File: config.mk
export PLATFORM = sky130hd
export DESIGN_NAME = ebw_bus_ctrl
export DESIGN_NICKNAME = d
export VERILOG_FILES = /design/src/verilog/ebw_pkg.sv /design/src/verilog/ebw_bus_ctrl.sv
export SDC_FILE = /design/constraint.sdc
export NUM_CORES = 1
export LEC_CHECK = 0
export ABC_AREA = 1
export BUFFER_PORTS_ARGS = -buffer_cell sky130_fd_sc_hd__buf_2
export CORE_MARGIN = 2
export CORE_UTILIZATION = 50
export CTS_BUF_LIST = sky130_fd_sc_hd__clkbuf_2 sky130_fd_sc_hd__clkbuf_4 sky130_fd_sc_hd__clkbuf_8
export CTS_CLUSTER_DIAMETER = 60
export DETAILED_ROUTE_END_ITERATION = 10
export GPL_ROUTABILITY_DRIVEN = 0
export PLACE_DENSITY = 0.77
export SLEW_MARGIN = 10
export SYNTH_ARGS = -nofsm -noshare
export SYNTH_HDL_FRONTEND = slang
export SYNTH_SLANG_ARGS = --single-unit
File: constraint.sdc
create_clock -name clk -period 3.67 [get_ports clk]
set_input_delay 0.367 -clock clk [delete_from_list [all_inputs] [get_ports clk]]
set_output_delay 0.367 -clock clk [all_outputs]
set_load 0.05 [all_outputs]
File: src/verilog/ebw_pkg.sv
// Package of register offsets, fields and reset values for the external bus wait and bank control
package ebw_pkg;
  localparam logic [15:0] EBW_BANK_SWITCH_CONTROL_ADDR = 16'h0029;
  localparam logic [15:0] EBW_WAIT_STATE_BASE_ADDR = 16'h0028;
  localparam logic [15:0] EBW_WAIT_STATE_CONTROL_ADDR = 16'h002B;
  localparam logic [15:0] EBW_BASE_RESET = 16'h7FFF;
  localparam logic [15:0] EBW_BSC_RESET = 16'hF800;
  localparam logic [15:0] EBW_BSC_WMASK = 16'hF807;
  localparam logic [15:0] EBW_WSC_WMASK = 16'h0001;
  localparam int EBW_KEEP_HOST = 2;
  localparam int EBW_KEEP_EXT = 1;
  localparam int EBW_OFF_BIT = 0;
  localparam int EBW_GAP_BIT = 11;
  localparam logic [3:0] EBW_ZERO_WAIT = 4'h0;
  localparam logic [3:0] EBW_ONE_WAIT = 4'h1;
  typedef enum logic [1:0] {
    EBW_SPACE_PROG = 2'b00,
    EBW_SPACE_DATA = 2'b01,
    EBW_SPACE_IO = 2'b10
  } ebw_space_t;
  typedef enum logic [1:0] {
    EBW_IDLE = 2'b00,
    EBW_GAP = 2'b01,
    EBW_WAIT = 2'b10,
    EBW_DONE = 2'b11
  } ebw_state_t;
endpackage

File: src/verilog/ebw_bus_ctrl.sv
// External bus wait-state, bank-switch and bus-off control
`timescale 1ns/100ps
`default_nettype none
// What this block does
// Multiplier bit zero keeps base waits; one doubles them, fourteen at most.
// Reserved bits of both control registers reset to zero and ignore writes.
// One extra cycle when consecutive accesses cross a bank within program space or within data space.
// Bank-switch cycle also inserted when moving from data into program space.
// Four-bit compare field masks top four address bits; resets to ones.
// All ones compares bits 12 to 15, 4K bank; 4K to 64K supported.
// Gap bit set inserts one cycle between program and data reads, either order.
// Host keeper bit enables holding the 8-bit host data bus when undriven.
// External keeper bit enables holding the 16-bit data bus when undriven.
// Bus-off bit finishes current cycle then makes address, data, control inactive.
// While bus off, mode bits data-ROM, micro mode, overlay, hold stay blocked.
// I/O space of 64K ports reached only by port read and write instructions.
// I/O strobe asserted during every read or write to I/O space.
// Five 3-bit base fields set waits for five address ranges.
// After reset every external access gets seven wait states.
// Devices needing over fourteen waits hold ready low to stretch access.
// Access ends only after effective waits elapse and ready is sampled high.
module ebw_bus_ctrl
  import ebw_pkg::*;
(
  input wire logic clk,
  input wire logic rst,
  input wire logic clk_en,
  input wire logic mmr_wr,
  input wire logic mmr_rd,
  input wire logic [15:0] mmr_addr,
  input wire logic [15:0] mmr_wdata,
  output logic [15:0] mmr_rdata,
  input wire logic acc_req,
  input wire logic acc_write,
  input wire logic [1:0] acc_space,
  input wire logic [15:0] acc_addr,
  input wire logic [15:0] acc_wdata,
  input wire logic ready,
  output logic acc_done,
  output logic [15:0] ext_addr,
  output logic [15:0] ext_dout,
  output logic ext_dout_en_n,
  output logic ext_strobe,
  output logic ext_rw,
  output logic io_space_strobe,
  output logic ext_bus_keeper,
  output logic host_bus_keeper,
  output logic mode_bits_locked
);
  logic [15:0] base_q;
  logic [15:0] bsc_q;
  logic [15:0] wsc_q;
  ebw_state_t state_q;
  ebw_state_t state_d;
  logic [3:0] wait_q;
  logic [3:0] wait_d;
  logic [3:0] last_bank_q;
  logic [1:0] last_space_q;
  logic last_read_q;
  logic have_last_q;
  logic off_q;
  logic [1:0] cur_space_q;
  logic [15:0] cur_addr_q;
  logic cur_write_q;
  logic [15:0] cur_wdata_q;

  wire sel_base = (mmr_addr == EBW_WAIT_STATE_BASE_ADDR);
  wire sel_bsc = (mmr_addr == EBW_BANK_SWITCH_CONTROL_ADDR);
  wire sel_wsc = (mmr_addr == EBW_WAIT_STATE_CONTROL_ADDR);
  wire idle = (state_q == EBW_IDLE);
  wire start = idle && acc_req && !off_q;
  // base field per range
  wire [2:0] base_sel = (acc_space == EBW_SPACE_IO) ? base_q[14:12] :
    (acc_space == EBW_SPACE_DATA) ? (acc_addr[15] ? base_q[11:9] : base_q[8:6]) :
    (base_q[15] ? base_q[2:0] : (acc_addr[15] ? base_q[5:3] : base_q[2:0]));
  // multiplier doubles base count
  wire [3:0] eff_wait = wsc_q[0] ? {base_sel, 1'b0} : {1'b0, base_sel};
  // compare field masks address top bits
  wire [3:0] bank_mask = bsc_q[15:12];
  // bank change within the masked bits
  wire bank_diff = ((acc_addr[15:12] ^ last_bank_q) & bank_mask) != 4'h0;
  wire acc_read = !acc_write;
  // crossing inside the same space
  wire cross_same = (acc_space == last_space_q) && acc_space != EBW_SPACE_IO && bank_diff;
  // data space into program space
  wire cross_dp = (last_space_q == EBW_SPACE_DATA) && (acc_space == EBW_SPACE_PROG);
  // program and data reads back to back
  wire rd_switch = bsc_q[EBW_GAP_BIT] && acc_read && last_read_q &&
    (((acc_space == EBW_SPACE_PROG) && (last_space_q == EBW_SPACE_DATA)) ||
     ((acc_space == EBW_SPACE_DATA) && (last_space_q == EBW_SPACE_PROG)));
  wire need_gap = have_last_q && (cross_same || cross_dp || rd_switch);
  wire wait_over = (wait_q == EBW_ZERO_WAIT);

  always_comb begin
    state_d = state_q;
    wait_d = wait_q;
    case (state_q)
      EBW_IDLE: begin
        if (start) begin
          wait_d = eff_wait;
          state_d = need_gap ? EBW_GAP : EBW_WAIT;
        end
      end
      EBW_GAP: state_d = EBW_WAIT;
      EBW_WAIT: begin
        if (!wait_over) begin
          wait_d = wait_q - EBW_ONE_WAIT;
        end else if (ready) begin
          // end after count and ready high
          state_d = EBW_DONE;
        end
      end
      EBW_DONE: state_d = EBW_IDLE;
      default: state_d = EBW_IDLE;
    endcase
  end

  // reserved bits masked on write
  wire [15:0] bsc_wr = (bsc_q & ~EBW_BSC_WMASK) | (mmr_wdata & EBW_BSC_WMASK);
  wire [15:0] wsc_wr = (wsc_q & ~EBW_WSC_WMASK) | (mmr_wdata & EBW_WSC_WMASK);
  wire [15:0] rdata_d = sel_base ? base_q : sel_bsc ? bsc_q : sel_wsc ? wsc_q : 16'h0000;

  always_ff @(posedge clk or posedge rst) begin
    if (rst) begin
      // seven waits everywhere after reset
      base_q <= EBW_BASE_RESET;
      bsc_q <= EBW_BSC_RESET;
      wsc_q <= 16'h0000;
      mmr_rdata <= 16'h0000;
    end else if (clk_en) begin
      if (mmr_wr && sel_base) base_q <= mmr_wdata;
      if (mmr_wr && sel_bsc) bsc_q <= bsc_wr;
      if (mmr_wr && sel_wsc) wsc_q <= wsc_wr;
      if (mmr_rd) mmr_rdata <= rdata_d;
    end
  end

  always_ff @(posedge clk or posedge rst) begin
    if (rst) begin
      state_q <= EBW_IDLE;
      wait_q <= EBW_ZERO_WAIT;
      last_bank_q <= 4'h0;
      last_space_q <= EBW_SPACE_PROG;
      last_read_q <= 1'b0;
      have_last_q <= 1'b0;
      cur_space_q <= EBW_SPACE_PROG;
      cur_addr_q <= 16'h0000;
      cur_write_q <= 1'b0;
      cur_wdata_q <= 16'h0000;
    end else if (clk_en) begin
      state_q <= state_d;
      wait_q <= wait_d;
      if (start) begin
        last_bank_q <= acc_addr[15:12];
        last_space_q <= acc_space;
        last_read_q <= acc_read;
        have_last_q <= 1'b1;
        cur_space_q <= acc_space;
        cur_addr_q <= acc_addr;
        cur_write_q <= acc_write;
        cur_wdata_q <= acc_wdata;
      end
    end
  end

  wire busy_d = (state_d == EBW_GAP) || (state_d == EBW_WAIT);
  wire drive_d = busy_d && (state_d == EBW_WAIT);
  wire acc_is_wr = start ? acc_write : cur_write_q;
  // Write data kept aside, a gap cycle would otherwise lose it
  wire [15:0] wdata_sel = start ? acc_wdata : cur_wdata_q;
  // latch bus off between cycles
  // A request taken on this edge still runs to its end first
  wire off_d = ((idle && !start) || state_q == EBW_DONE) ? bsc_q[EBW_OFF_BIT] : off_q;

  always_ff @(posedge clk or posedge rst) begin
    if (rst) begin
      off_q <= 1'b0;
      acc_done <= 1'b0;
      ext_addr <= 16'h0000;
      ext_dout <= 16'h0000;
      ext_dout_en_n <= 1'b1;
      ext_strobe <= 1'b0;
      ext_rw <= 1'b1;
      io_space_strobe <= 1'b0;
      ext_bus_keeper <= 1'b0;
      host_bus_keeper <= 1'b0;
      mode_bits_locked <= 1'b0;
    end else if (clk_en) begin
      off_q <= off_d;
      acc_done <= (state_d == EBW_DONE);
      // full 16-bit port address
      ext_addr <= busy_d ? (start ? acc_addr : cur_addr_q) : 16'h0000;
      ext_dout <= (drive_d && acc_is_wr) ? wdata_sel : 16'h0000;
      ext_dout_en_n <= !(drive_d && acc_is_wr);
      ext_strobe <= drive_d;
      ext_rw <= !(drive_d && acc_is_wr);
      // I/O strobe for port space cycles
      io_space_strobe <= drive_d && ((start ? acc_space : cur_space_q) == EBW_SPACE_IO);
      // external data keeper
      ext_bus_keeper <= bsc_q[EBW_KEEP_EXT];
      // host data keeper
      host_bus_keeper <= bsc_q[EBW_KEEP_HOST];
      // lock mode bits while off
      mode_bits_locked <= off_d;
    end
  end

  a_double_wait: assert property (@(posedge clk) disable iff (rst)
    (clk_en && start && wsc_q[0]) |=> wait_q == {$past(base_sel), 1'b0})
    else $error("wait not doubled");
  a_reserved_zero: assert property (@(posedge clk) disable iff (rst)
    (bsc_q[10:3] == 8'h00) && (wsc_q[15:1] == 15'h0000))
    else $error("reserved bit set");
  a_bank_gap: assert property (@(posedge clk) disable iff (rst)
    (clk_en && start && have_last_q && cross_same) |=> state_q == EBW_GAP)
    else $error("bank gap missing");
  a_read_gap: assert property (@(posedge clk) disable iff (rst)
    (clk_en && start && have_last_q && rd_switch) |=> state_q == EBW_GAP)
    else $error("read gap missing");
  a_off_idle: assert property (@(posedge clk) disable iff (rst)
    off_q |-> !ext_strobe && ext_addr == 16'h0000)
    else $error("bus active while off");
  a_io_strobe: assert property (@(posedge clk) disable iff (rst)
    io_space_strobe |-> ext_strobe && cur_space_q == EBW_SPACE_IO)
    else $error("io strobe wrong");
  a_ready_end: assert property (@(posedge clk) disable iff (rst)
    (clk_en && state_q == EBW_WAIT && !ready) |=> state_q != EBW_DONE)
    else $error("ended without ready");
  a_keeper_follow: assert property (@(posedge clk) disable iff (rst)
    clk_en |=> ext_bus_keeper == $past(bsc_q[EBW_KEEP_EXT]))
    else $error("keeper mismatch");
  c_gap_seen: cover property (@(posedge clk) state_q == EBW_GAP);
  c_done_seen: cover property (@(posedge clk) acc_done);
  c_io_seen: cover property (@(posedge clk) io_space_strobe);
endmodule
`default_nettype wire

==> results of run 1 <==
## path summary, 6_finish.rpt
| check | startpoint | end | slack (ns) | depth (start not counted) |
|---|---|---|---|---|
| min reg2reg | have_last_q | have_last_q | 0.47 | 2 |
| max in group asynchronous | rst | wsc_q[0] | 2.58 | 3 |
| min | rst | cur_addr_q[4] | 0.01 | 2 |
| min in group clk | mmr_wdata[10] | base_q[10] | 0.14 | 3 |
| max reg2reg | state_q[0] | ext_dout[8] | 0.85 | 10 |
| max | state_q[0] | ext_dout[8] | 0.85 | 10 |
## cell families (layout without fill, tap and decap cells)
kind of cell / Yosys count / in the layout
and+or+nand+nor: 256 / 256
DFF: 129 / 129
buffers and inverters: 118 / 254
adders and majority gates: 6 / 6
AOI/OAI and AO/OA: 187 / 187
## metal layers
metal / vias up / wire [um] / GRT usage (%)
met4: 0 / 253 / 10.1
li1: 2488 / - / -
met1: 2438 / 6170 / 30.3
met2: 183 / 6920 / 37.8
met5: - / 0 / 0
met3: 24 / 875 / 5.46
## report_power, final
| part | internal, mW | switching [mW] | total, mW |
|---|---|---|---|
| clock network | 0.827 | 0.557 | 1.38 |
| logic | 0.489 | 1.53 | 2.02 |
| registers | 1.85 | 0.208 | 2.05 |
## worst max-delay path: stages (launching register included)
cell and delay, ns:
dfrtp_1 0.41, inv_1 0.12, ha_1 0.23, nand2_1 0.11, nor2_4 0.18, nor2_1 0.09, a21oi_1 0.21, a21boi_0 0.33
ha_1 0.24, o211ai_1 0.45, o21ai_0 0.36
## metrics by stage
step                std cells  hold slack (ns)
CTS                       975           0.0176
global route              975           0.0601
floorplan                 696            0.422
global placement          943            0.440
finish                    975           0.0120
detailed placement        943            0.450
## state kept, by name, indices dropped and copies added (netlist names), 2 cells and up
name	flops
base_q	16
cur_addr_q	16
cur_wdata_q	16
ext_addr	16
ext_dout	16
mmr_rdata	16
bsc_q	8
last_bank_q	4
wait_q	4
cur_space_q	2
last_space_q	2
state_q	2
## synth_stat cells (2+ instances only)
library cell	number
nand3_1	24
buf_1	3
a21oi_1	38
dfrtp_1	108
o211ai_1	4
a31oi_1	11
o21ai_1	7
buf_6	3
nand4_1	2
nor2_4	3
nor3_1	2
o21ai_0	103
o31ai_1	5
buf_2	9
clkbuf_1	14
nor2_1	44
ha_1	6
a22oi_1	2
or2_2	4
a21oi_2	5
nand2_4	2
inv_1	85
nand2_1	173
dfstp_2	21
o21ai_2	10
clkinv_1	2
## area by class of cell
class	count	share of cell area, %
Clock buffer	22	4.27
Clock inverter	10	2.17
Inverter	88	4.71
Multi-Input combinational cell	449	30.8
Sequential cell	129	45.9
Tap cell	143	2.52
Timing Repair Buffer	134	9.64
==> results.md, run 1 <==
* Num rows at 39
* Fin. Hold Viols at 0
* Req. time, crit path at around 4 ns
* Vias at roughly 5k
* IO Port Bufs at 129
* Outcome: completed
* Total Power at between 5 and 6 mW
* Synth Cell Area at 5910 sq um
* Vias in the first global route at roughly 5.2k
* RSZ-0062 raised after global routing: no
* Max_slew headroom at approximately a quarter
* Async SR Flop Fraction at 100%
* Largest net degree at the start of global routing at 62
* Setup-failing EPs final at 0
* Critical path type: register to register
* P_leak at ~3.7 nW
* Iter 0 DRT Violations at 369
* Ports at 130
* Clock buffer count from CTS at 17
* Initial Util at between 50% and 60%
* Seq/Total Area, Yosys at between 50% and 60%
* Detail Placement HPWL at 9.82 mm
* DRC Markers at 0
* Share of layout cells above drive strength 1 at around a quarter
* ANT nets after route at 0
* Clock skew at between 0.007 and 0.008 ns
* Crit. End Element: register
* Clock-pin slew on the worst setup and hold paths at around 0.070 ns
* VDD IR max at just over 0.6 mV
* Ys flop type: dfrtp_1
* H-tree Lvls at 4
* Number of distinct library cells after synthesis at 32
* Main combinational cell family by area after synthesis: simple AND/OR/NAND/NOR gates
* Final worst path period need at around 2.8 ns
* Clock buffer depth at 2
* Wire length of the first global-routing pass at between 20 and 25 mm
* Post-CTS Resized at 0
* Complex-gate fraction of the synthesized area at 17.6%
* Pwr/cell area at approximately 770 nW/um^2
* Largest area contributor in the netlist: dfrtp_1
* Clock Sinks at 129
* YS warnings at 0
* ANT cells at 0
* Fin nets at between 800 and 900
* Syn Inst Count at about 700
* Commonest non-fill, non-tap cells in the layout: nand2_1 (173), buf_2 (129), dfrtp_1 (108), o21ai_0 (103), inv_1 (84)
* # fillers at between 900 and 1k
* XOR/XNOR Fraction of Synth Area at 0%
* Placed cell areas at approximately 6600 sq um
* Initial antenna violation count at 0
* Die Width at 113 um
* Startpoint types: register
* Top-area cell type share of the netlist area at roughly 46%
* CP Max Fanout at 17
* Post-CTS setup buffers at 0
* Area Overhead vs Synth at 19.8%
* Latest clock arrival within the worst-skew pair at ~0.44 ns
* Tcrit/Tclk final at between 70% and 80%
* Mux cell area share after synthesis at 0%
* Register Area at 3250 sq um
* Max Cap Viol at 0
* Hold Crit Class: input pin to async pin
* Yosys reg bits at between 100 and 150
* CTS tree: yes
* Fin util at 61.8%
* Die H at 113 um
* Synth Area in Adders at between 1 and 1.5%
* Routed WL at about 14 mm
* Core footprint at about 11000 sq um
* Top post-synthesis cells by area: dfrtp_1 (46%), nand2_1 (11%), dfstp_2 (9.3%), o21ai_0 (8.7%), inv_1 (5.4%)
* Final instance area at 7090 sq um
* Area of the die at between 10000 and 15000 sq um
* Root buffer cell: clkbuf_8
* Syn Nets at a little under 800
* Cts hold-fix bufs at 0
* Routed vias/inst at about 5.3
* FMAX at around 350 MHz
* Slack of the critical path at 0.848 ns
* Commonest non-fill, non-tap cell in the layout: nand2_1
* Fin. max-slew vios at 0
* Number of enable flip-flop cells after synthesis at 0
* Routed len/inst at approximately 15 um
* Tot GR Track Use at 23.4%
* Place WS at roughly 0.90 ns
* Mean Syn Cell Area at roughly 8.5 sq um
* Slew @ Worst Pin at between 1 and 1.5 ns
* Total Neg Setup Slack at 0 ns
* Worst Path Arrival at 3.17 ns
* Total grt overflow at 0
* Footprint of the multi-input gates at 2180 sq um
* Detailed-router iteration count before antenna repair at 5
* Simple-Gate Fraction of Synth Area at 18.0%
Note: power is estimated with default switching activity, not from simulation.
==> run 2, diff against run 1 <==
--- a/config.mk
+++ b/config.mk
@@ -5,7 +5,7 @@
 export SDC_FILE = /design/constraint.sdc
 export NUM_CORES = 1
 export LEC_CHECK = 0
-export ABC_AREA = 1
+export ABC_AREA = 0
 export BUFFER_PORTS_ARGS = -buffer_cell sky130_fd_sc_hd__buf_2
 export CORE_MARGIN = 2
 export CORE_UTILIZATION = 50
@@ -13,7 +13,7 @@
 export CTS_CLUSTER_DIAMETER = 60
 export DETAILED_ROUTE_END_ITERATION = 10
 export GPL_ROUTABILITY_DRIVEN = 0
-export PLACE_DENSITY = 0.77
+export PLACE_DENSITY = 0.74
 export SLEW_MARGIN = 10
 export SYNTH_ARGS = -nofsm -noshare
 export SYNTH_HDL_FRONTEND = slang
==> constraint.sdc (replaced) <==
create_clock -name clk -period 2.83 [get_ports clk]
set_input_delay 0.283 -clock clk [delete_from_list [all_inputs] [get_ports clk]]
set_output_delay 0.283 -clock clk [all_outputs]
set_load 0.05 [all_outputs]
==> run 2 against run 1 <==
  * Via count decreased by 12%
  * Sequential power rose by 31%
  * Synthesized cell count shrank 24%
  * Critical path type unchanged
==> results.md, run 2 <==
* Clock skew at 0.0144 ns
* Register Area at 3250 sq um
* R2R cell count at 8
* Ports at 130
* Core footprint at approximately 11000 sq um
* Async SR Flop Fraction at 100%
* Yosys reg bits at approximately 130
* Detail Placement HPWL at between 9 and 10 mm
* Area Overhead vs Synth at 21.4%
* Switching pwr at between 2 and 3 mW
* Startpoint types: register
* Initial antenna violation count at 0
* P_leak at ~3.6 nW
* Slack of the critical path at 0.276 ns
* Slew @ Worst Pin at slightly below 0.8 ns
* Tcrit/Tclk final at ~90%
* Syn Inst Count at 527
* Commonest non-fill, non-tap cells in the layout: nand2_1 (130), buf_2 (129), dfrtp_1 (108), mux2i_1 (35), o2bb2ai_1 (34)
* Switching part of the total power at roughly two fifths
* Tot GR Track Use at 22.5%
* Die H at between 100 and 150 um
* Share of layout cells above drive strength 1 at between 30% and 40%
* Req. time, crit path at about 3.2 ns
* IO Port Bufs at 129
* Ys flop type: dfrtp_1
* Clk pwr share at about a quarter
* Hold Crit Class: input pin to async pin
* Internal power at 4.16 mW
* CP Max Fanout at 16
* DRC Markers at 0
* Clock Sinks at 129
* Num rows at 39
* Fin. Hold Viols at 0
* Busiest layer in global routing: met2
* Syn Nets at between 600 and 700
* Post-CTS Resized at 0
* Comb power frac at 34.1%
* Commonest non-fill, non-tap cell in the layout: nand2_1
* Top-count cell post-synth: nand2_1
* Number of distinct library cells after synthesis at between 50 and 60
* Routed len/inst at around 17 um
* Largest area contributor in the netlist: dfrtp_1
* Worst Path Arrival at between 2 and 3 ns
* ANT nets after route at 0
* Wire length of the first global-routing pass at around 22 mm
* Critical Path Start: state_q[0]
* GR Util met1 at between 30 and 40%
* Top-area cell type share of the netlist area at a little under half
* Seq pwr share at 39.9%
* FMAX at about 390 MHz
* Largest net degree at the start of global routing at 130
* Reg2reg start: state_q[0]
* Iter 0 DRT Violations at about 330
* Fin. max-slew vios at 0
* GR met2 Demand/Resource at between 30% and 40%
* Routed vias/inst at between 5 and 6
* Total Neg Setup Slack at 0 ns
* Final Non-Filler Cells at between 800 and 900
* Number of enable flip-flop cells after synthesis at 0
* Fin util at between 60% and 70%
* Total grt overflow at 0
* Place WS at ~0.12 ns
* CTS tree: yes
* Footprint of the multi-input gates at approximately 2400 sq um
* Seq/Total Area, Yosys at 55.1%
* Initial Util at between 50 and 60%
* VDD IR max at between 0.6 and 0.7 mV
* # fillers at between 900 and 1k
* RSZ-0062 raised after global routing: no
* Outcome: completed
* CP endpoint: ext_addr[2]
* Die Width at 113 um
* Met3 GRT Util at 7.07%
* Critical path type: register to register
* Placed cell count at just under 800
* Clock buffer count from CTS at 17
* Clock-pin slew on the worst setup and hold paths at about 0.070 ns
* Top post-synthesis cells by area: dfrtp_1 (46%), dfstp_2 (9.3%), nand2_1 (8.3%), mux2i_1 (5.9%), o2bb2ai_1 (5.0%)
* Root buffer cell: clkbuf_8
* Area of the die at ~13000 sq um
* YS warnings at 0
* Final worst path period need at ~2.6 ns
* Cts hold-fix bufs at 0
* Vias at roughly 4.5k
* Fin nets at around 740
* Detailed-router iteration count before antenna repair at 4
* Post-CTS setup buffers at 0
* Placed cell areas at 6710 sq um
* RR Endpoint: ext_addr[2]
* Pwr/cell area at ~940 nW/um^2
* Latest clock arrival within the worst-skew pair at approximately 0.43 ns
* Crit. End Element: register
* Clock buffer depth at 2
* Mean Syn Cell Area at ~11 sq um
* Synth Cell Area at slightly below 6000 sq um
* Routed WL at between 10 and 15 mm
* Flop2flop setup slack at approximately 0.28 ns
* Max_slew headroom at 48.7%
* Max Cap Viol at 0
* H-tree Lvls at 4
* Setup-failing EPs final at 0
* Vias in the first global route at roughly 4.5k
* Synth cell count leaders: nand2_1 (130), dfrtp_1 (108), mux2i_1 (35)
* Final instance area at approximately 7200 sq um
* ANT cells at 0
==> run 2: final cells by class <==
class	instances	share of cell area (%)
flip-flops and latches	129	45.4
repair buffers	142	10.5
clock buffers	28	5.03
clock inverters	4	1.33
multi-input cells	346	34.0
well taps	143	2.50
inverters	23	1.26
==> run 2: worst max-delay path: stages, from the launching register on <==
cell	delay [ns]
dfrtp_1	0.40
inv_1	0.09
ha_1	0.34
and4bb_2	0.32
o2bb2ai_1	0.13
nor3_1	0.34
ha_1	0.29
nand2b_2	0.33
o2bb2ai_1	0.22
==> run 2: cells by family (layout without fill, tap and decap cells) <==
kind of cell	count (synthesis)	after routing	synth area share, %
AO/OA/AOI/OAI	88	88	12.2
XOR/XNOR	6	6	0.889
adder cells (fa/ha/maj)	6	6	1.27
buffers and inverters	52	197	3.79
AND/OR/NAND/NOR	180	180	14.3
flip-flops	129	129	55.1
multiplexers	66	66	12.5
==> run 2: power by group through the flow <==
| stage | logic [mW] | registers (mW) | clock network [mW] |
|---|---|---|---|
| after floorplan | 1.08 | 3.33 | 0 |
| after global placement | 2.23 | 2.68 | 0 |
| after detailed placement | 2.30 | 2.70 | 0 |
| after CTS | 2.31 | 2.68 | 1.79 |
| after global routing | 2.51 | 2.74 | 1.87 |
| final | 2.29 | 2.68 | 1.75 |
==> run 2: layer usage <==
metal / wire length [um] / vias up
met5: 0 / -
li1: - / 2114
met2: 6380 / 145
met1: 6110 / 2224
met3: 936 / 14
met4: 169 / 0
==> run 2: worst min-delay path by stage <==
| stage | start | endpoint | slack, ns | cells past startpoint |
|---|---|---|---|---|
| 5_1_grt | acc_addr[1] | cur_addr_q[1] | 0.04 | 3 |
| 2_1_floorplan | acc_addr[0] | cur_addr_q[0] | 0.39 | 2 |
| 6_report | rst | cur_addr_q[13] | 0.02 | 3 |
| 3_3_place_gp | mmr_rdata[0] | mmr_rdata[0] | 0.45 | 2 |
| 3_5_place_dp | cur_addr_q[0] | cur_addr_q[0] | 0.46 | 2 |
| 4_1_cts | acc_addr[11] | cur_addr_q[11] | 0.03 | 3 |
==> run 2: metrics by stage <==
stage          hold slack (ns)  total power [mW]
3_3_place_gp             0.455              4.91
5_1_grt                 0.0373              7.13
6_report                0.0241              6.73
3_5_place_dp             0.461              5.00
2_1_floorplan            0.388              4.41
4_1_cts                 0.0253              6.78
==> run 3, diff against run 2 <==
--- a/config.mk
+++ b/config.mk
@@ -5,12 +5,11 @@
 export SDC_FILE = /design/constraint.sdc
 export NUM_CORES = 1
 export LEC_CHECK = 0
-export ABC_AREA = 0
+export ABC_AREA = 1
 export BUFFER_PORTS_ARGS = -buffer_cell sky130_fd_sc_hd__buf_2
 export CORE_MARGIN = 2
 export CORE_UTILIZATION = 50
 export CTS_BUF_LIST = sky130_fd_sc_hd__clkbuf_2 sky130_fd_sc_hd__clkbuf_4 sky130_fd_sc_hd__clkbuf_8
-export CTS_CLUSTER_DIAMETER = 60
 export DETAILED_ROUTE_END_ITERATION = 10
 export GPL_ROUTABILITY_DRIVEN = 0
 export PLACE_DENSITY = 0.74
==> run 3 against run 2 <==
  * Count of clock-buffer cells in the layout decreased by 8
  * Die area increased by 0.11%
  * Largest power group unchanged
  * Highest routed layer unchanged
  * Clock power about the same
  * Worst setup slack improved by 0.14 ns
==> results.md, run 3 (same netlist as run 1, synthesis figures left out) <==
* Fin. max-slew vios at 0
* Latest clock arrival within the worst-skew pair at ~0.44 ns
* Pwr/cell area at between 900 and 1000 nW/um^2
* Routed vias/inst at 5.29
* Hold Crit Class: input pin to register
* Clock Sinks at ~130
* Tcrit/Tclk final at between 80% and 90%
* ANT cells at 0
* Final worst path period need at approximately 2.4 ns
* Detailed-router iteration count before antenna repair at 5
* Fin util at roughly 62%
* Flop2flop setup slack at between 0.4 and 0.5 ns
* Area Overhead vs Synth at 20.4%
* P_leak at 3.69 nW
* Clock skew at roughly 0.012 ns
* CP Cell Sequence: inv_1 > ha_1 > nand2_1 > nor2_4 > nor2_1 > a21oi_1 > a21boi_0 > ha_1 > o21ai_0
* Crit. End Element: register
* Crit-path slowest cell: ha_1
* Area of the die at roughly 13000 sq um
* ANT nets after route at 0
* DRC Markers at 0
* Internal power at 4.07 mW
* Initial antenna violation count at 0
* Largest net degree at the start of global routing at 62
* Slew @ Worst Pin at just under 0.8 ns
* Final instance area at slightly above 7000 sq um
* Req. time, crit path at 3.18 ns
* Clock buffer count from CTS at 17
* IO Port Bufs at approximately 130
* CTS tree: yes
* Reg2reg start: state_q[0]
* Iter 0 DRT Violations at 402
* RSZ-0062 raised after global routing: no
* FMAX at roughly 410 MHz
* Tot GR Track Use at 23.2%
* Initial Util at roughly half
* Die Width at around 110 um
* Share of layout cells above drive strength 1 at a little over a quarter
* Routed len/inst at approximately 14 um
* CP endpoint: ext_addr[2]
* Critical path type: register to register
* Root buffer cell: clkbuf_8
* Die H at 113 um
* Switching part of the total power at between 40 and 50%
* Commonest non-fill, non-tap cell in the layout: nand2_1
* Routed WL at approximately 14 mm
* Total grt overflow at 0
* Max_slew headroom at between 40% and 50%
* Clock buffer depth at 2
* Total Power at 7.06 mW
* Total Neg Setup Slack at 0 ns
* Ports at 130
* Wire length of the first global-routing pass at ~24 mm
* Seq pwr share at a little under two fifths
* Detail Placement HPWL at about 9.8 mm
* VDD IR max at around 0.71 mV
* Critical Path Start: state_q[0]
* Clk pwr share at about a quarter
* R2R cell count at 9
* Num rows at 39
* Most used cell, CP: ha_1
* H-tree Lvls at 4
* RR Endpoint: ext_addr[2]
* Worst path max stage delay at about 0.48 ns
* Fin. Hold Viols at 0
* Vias at between 5k and 6k
* Hold Path Depth at 3
* Max Cap Viol at 0
* Fin nets at ~900
* Setup-failing EPs final at 0
* Outcome: completed
* CP Max Fanout at 16
* Core footprint at between 10000 and 15000 sq um
* Vias in the first global route at between 4k and 5k
* Switching pwr at about 3 mW
* Placed cell areas at 6660 sq um
* Worst Path Arrival at approximately 2.8 ns
* Commonest non-fill, non-tap cells in the layout: nand2_1 (173), buf_2 (129), dfrtp_1 (108), o21ai_0 (103), inv_1 (84)
* Comb power frac at between 30% and 40%
* Clock-pin slew on the worst setup and hold paths at roughly 0.080 ns
* Startpoint types: register
-- run 3: how the worst min path moves through the flow --
| stage | start | to |
|---|---|---|
| 2_1_floorplan | mmr_wdata[10] | base_q[10] |
| 3_3_place_gp | rst | cur_addr_q[8] |
| 3_5_place_dp | rst | ext_addr[2] |
| 4_1_cts | mmr_wdata[6] | base_q[6] |
| 5_1_grt | mmr_wdata[10] | base_q[10] |
| 6_report | mmr_wdata[6] | base_q[6] |
-- run 3: worst max-delay path: cells and delay by family, from the launching register on --
| family | cells | cell delay [ns] |
|---|---|---|
| compound gates | 3 | 0.73 |
| fa+ha+maj | 2 | 0.71 |
| flops | 1 | 0.40 |
| simple gates | 3 | 0.36 |
| buf+inv | 1 | 0.12 |
-- run 3: metal layers --
| layer | wire, um | global-route usage, % |
|---|---|---|
| met1 | 6190 | 31.2 |
| met2 | 6870 | 38.4 |
| met3 | 874 | 5.41 |
| met4 | 136 | 6.18 |
| met5 | 0 | 0 |
-- run 3: cell type report --
cell class	instances	area [sq um]
inverter	88	334
sequential	129	3250
tap	143	179
clock inverter	12	180
timing repair buffer	136	726
multi-input combinational	449	2180
clock buffer	20	269
fill	997	4350
-- run 3: metrics by stage --
step                      cells  setup WS [ns]  hold slack [ns]
final                       977          0.419           0.0606
after detailed placement    943          0.143            0.450
after CTS                   976          0.137           0.0445
after global placement      943          0.364            0.443
after floorplan             696          0.685            0.395
after global routing        977          0.173           0.0582
-- run 3: power by group through the flow --
stage / Clock [mW] / Combinational (mW) / Sequential [mW]
after floorplan: 0 / 1.05 / 3.58
after global placement: 0 / 2.52 / 2.66
after detailed placement: 0 / 2.61 / 2.69
after CTS: 1.79 / 2.62 / 2.66
after global routing: 1.90 / 2.89 / 2.72
final: 1.77 / 2.63 / 2.66
-- run 3: timing repair --
action,CTS,global route
hold endpoints to repair,31,0
endpoints found under the setup margin,0,17
resized for setup,0,0
hold buffers,1,0
setup buffers,0,1
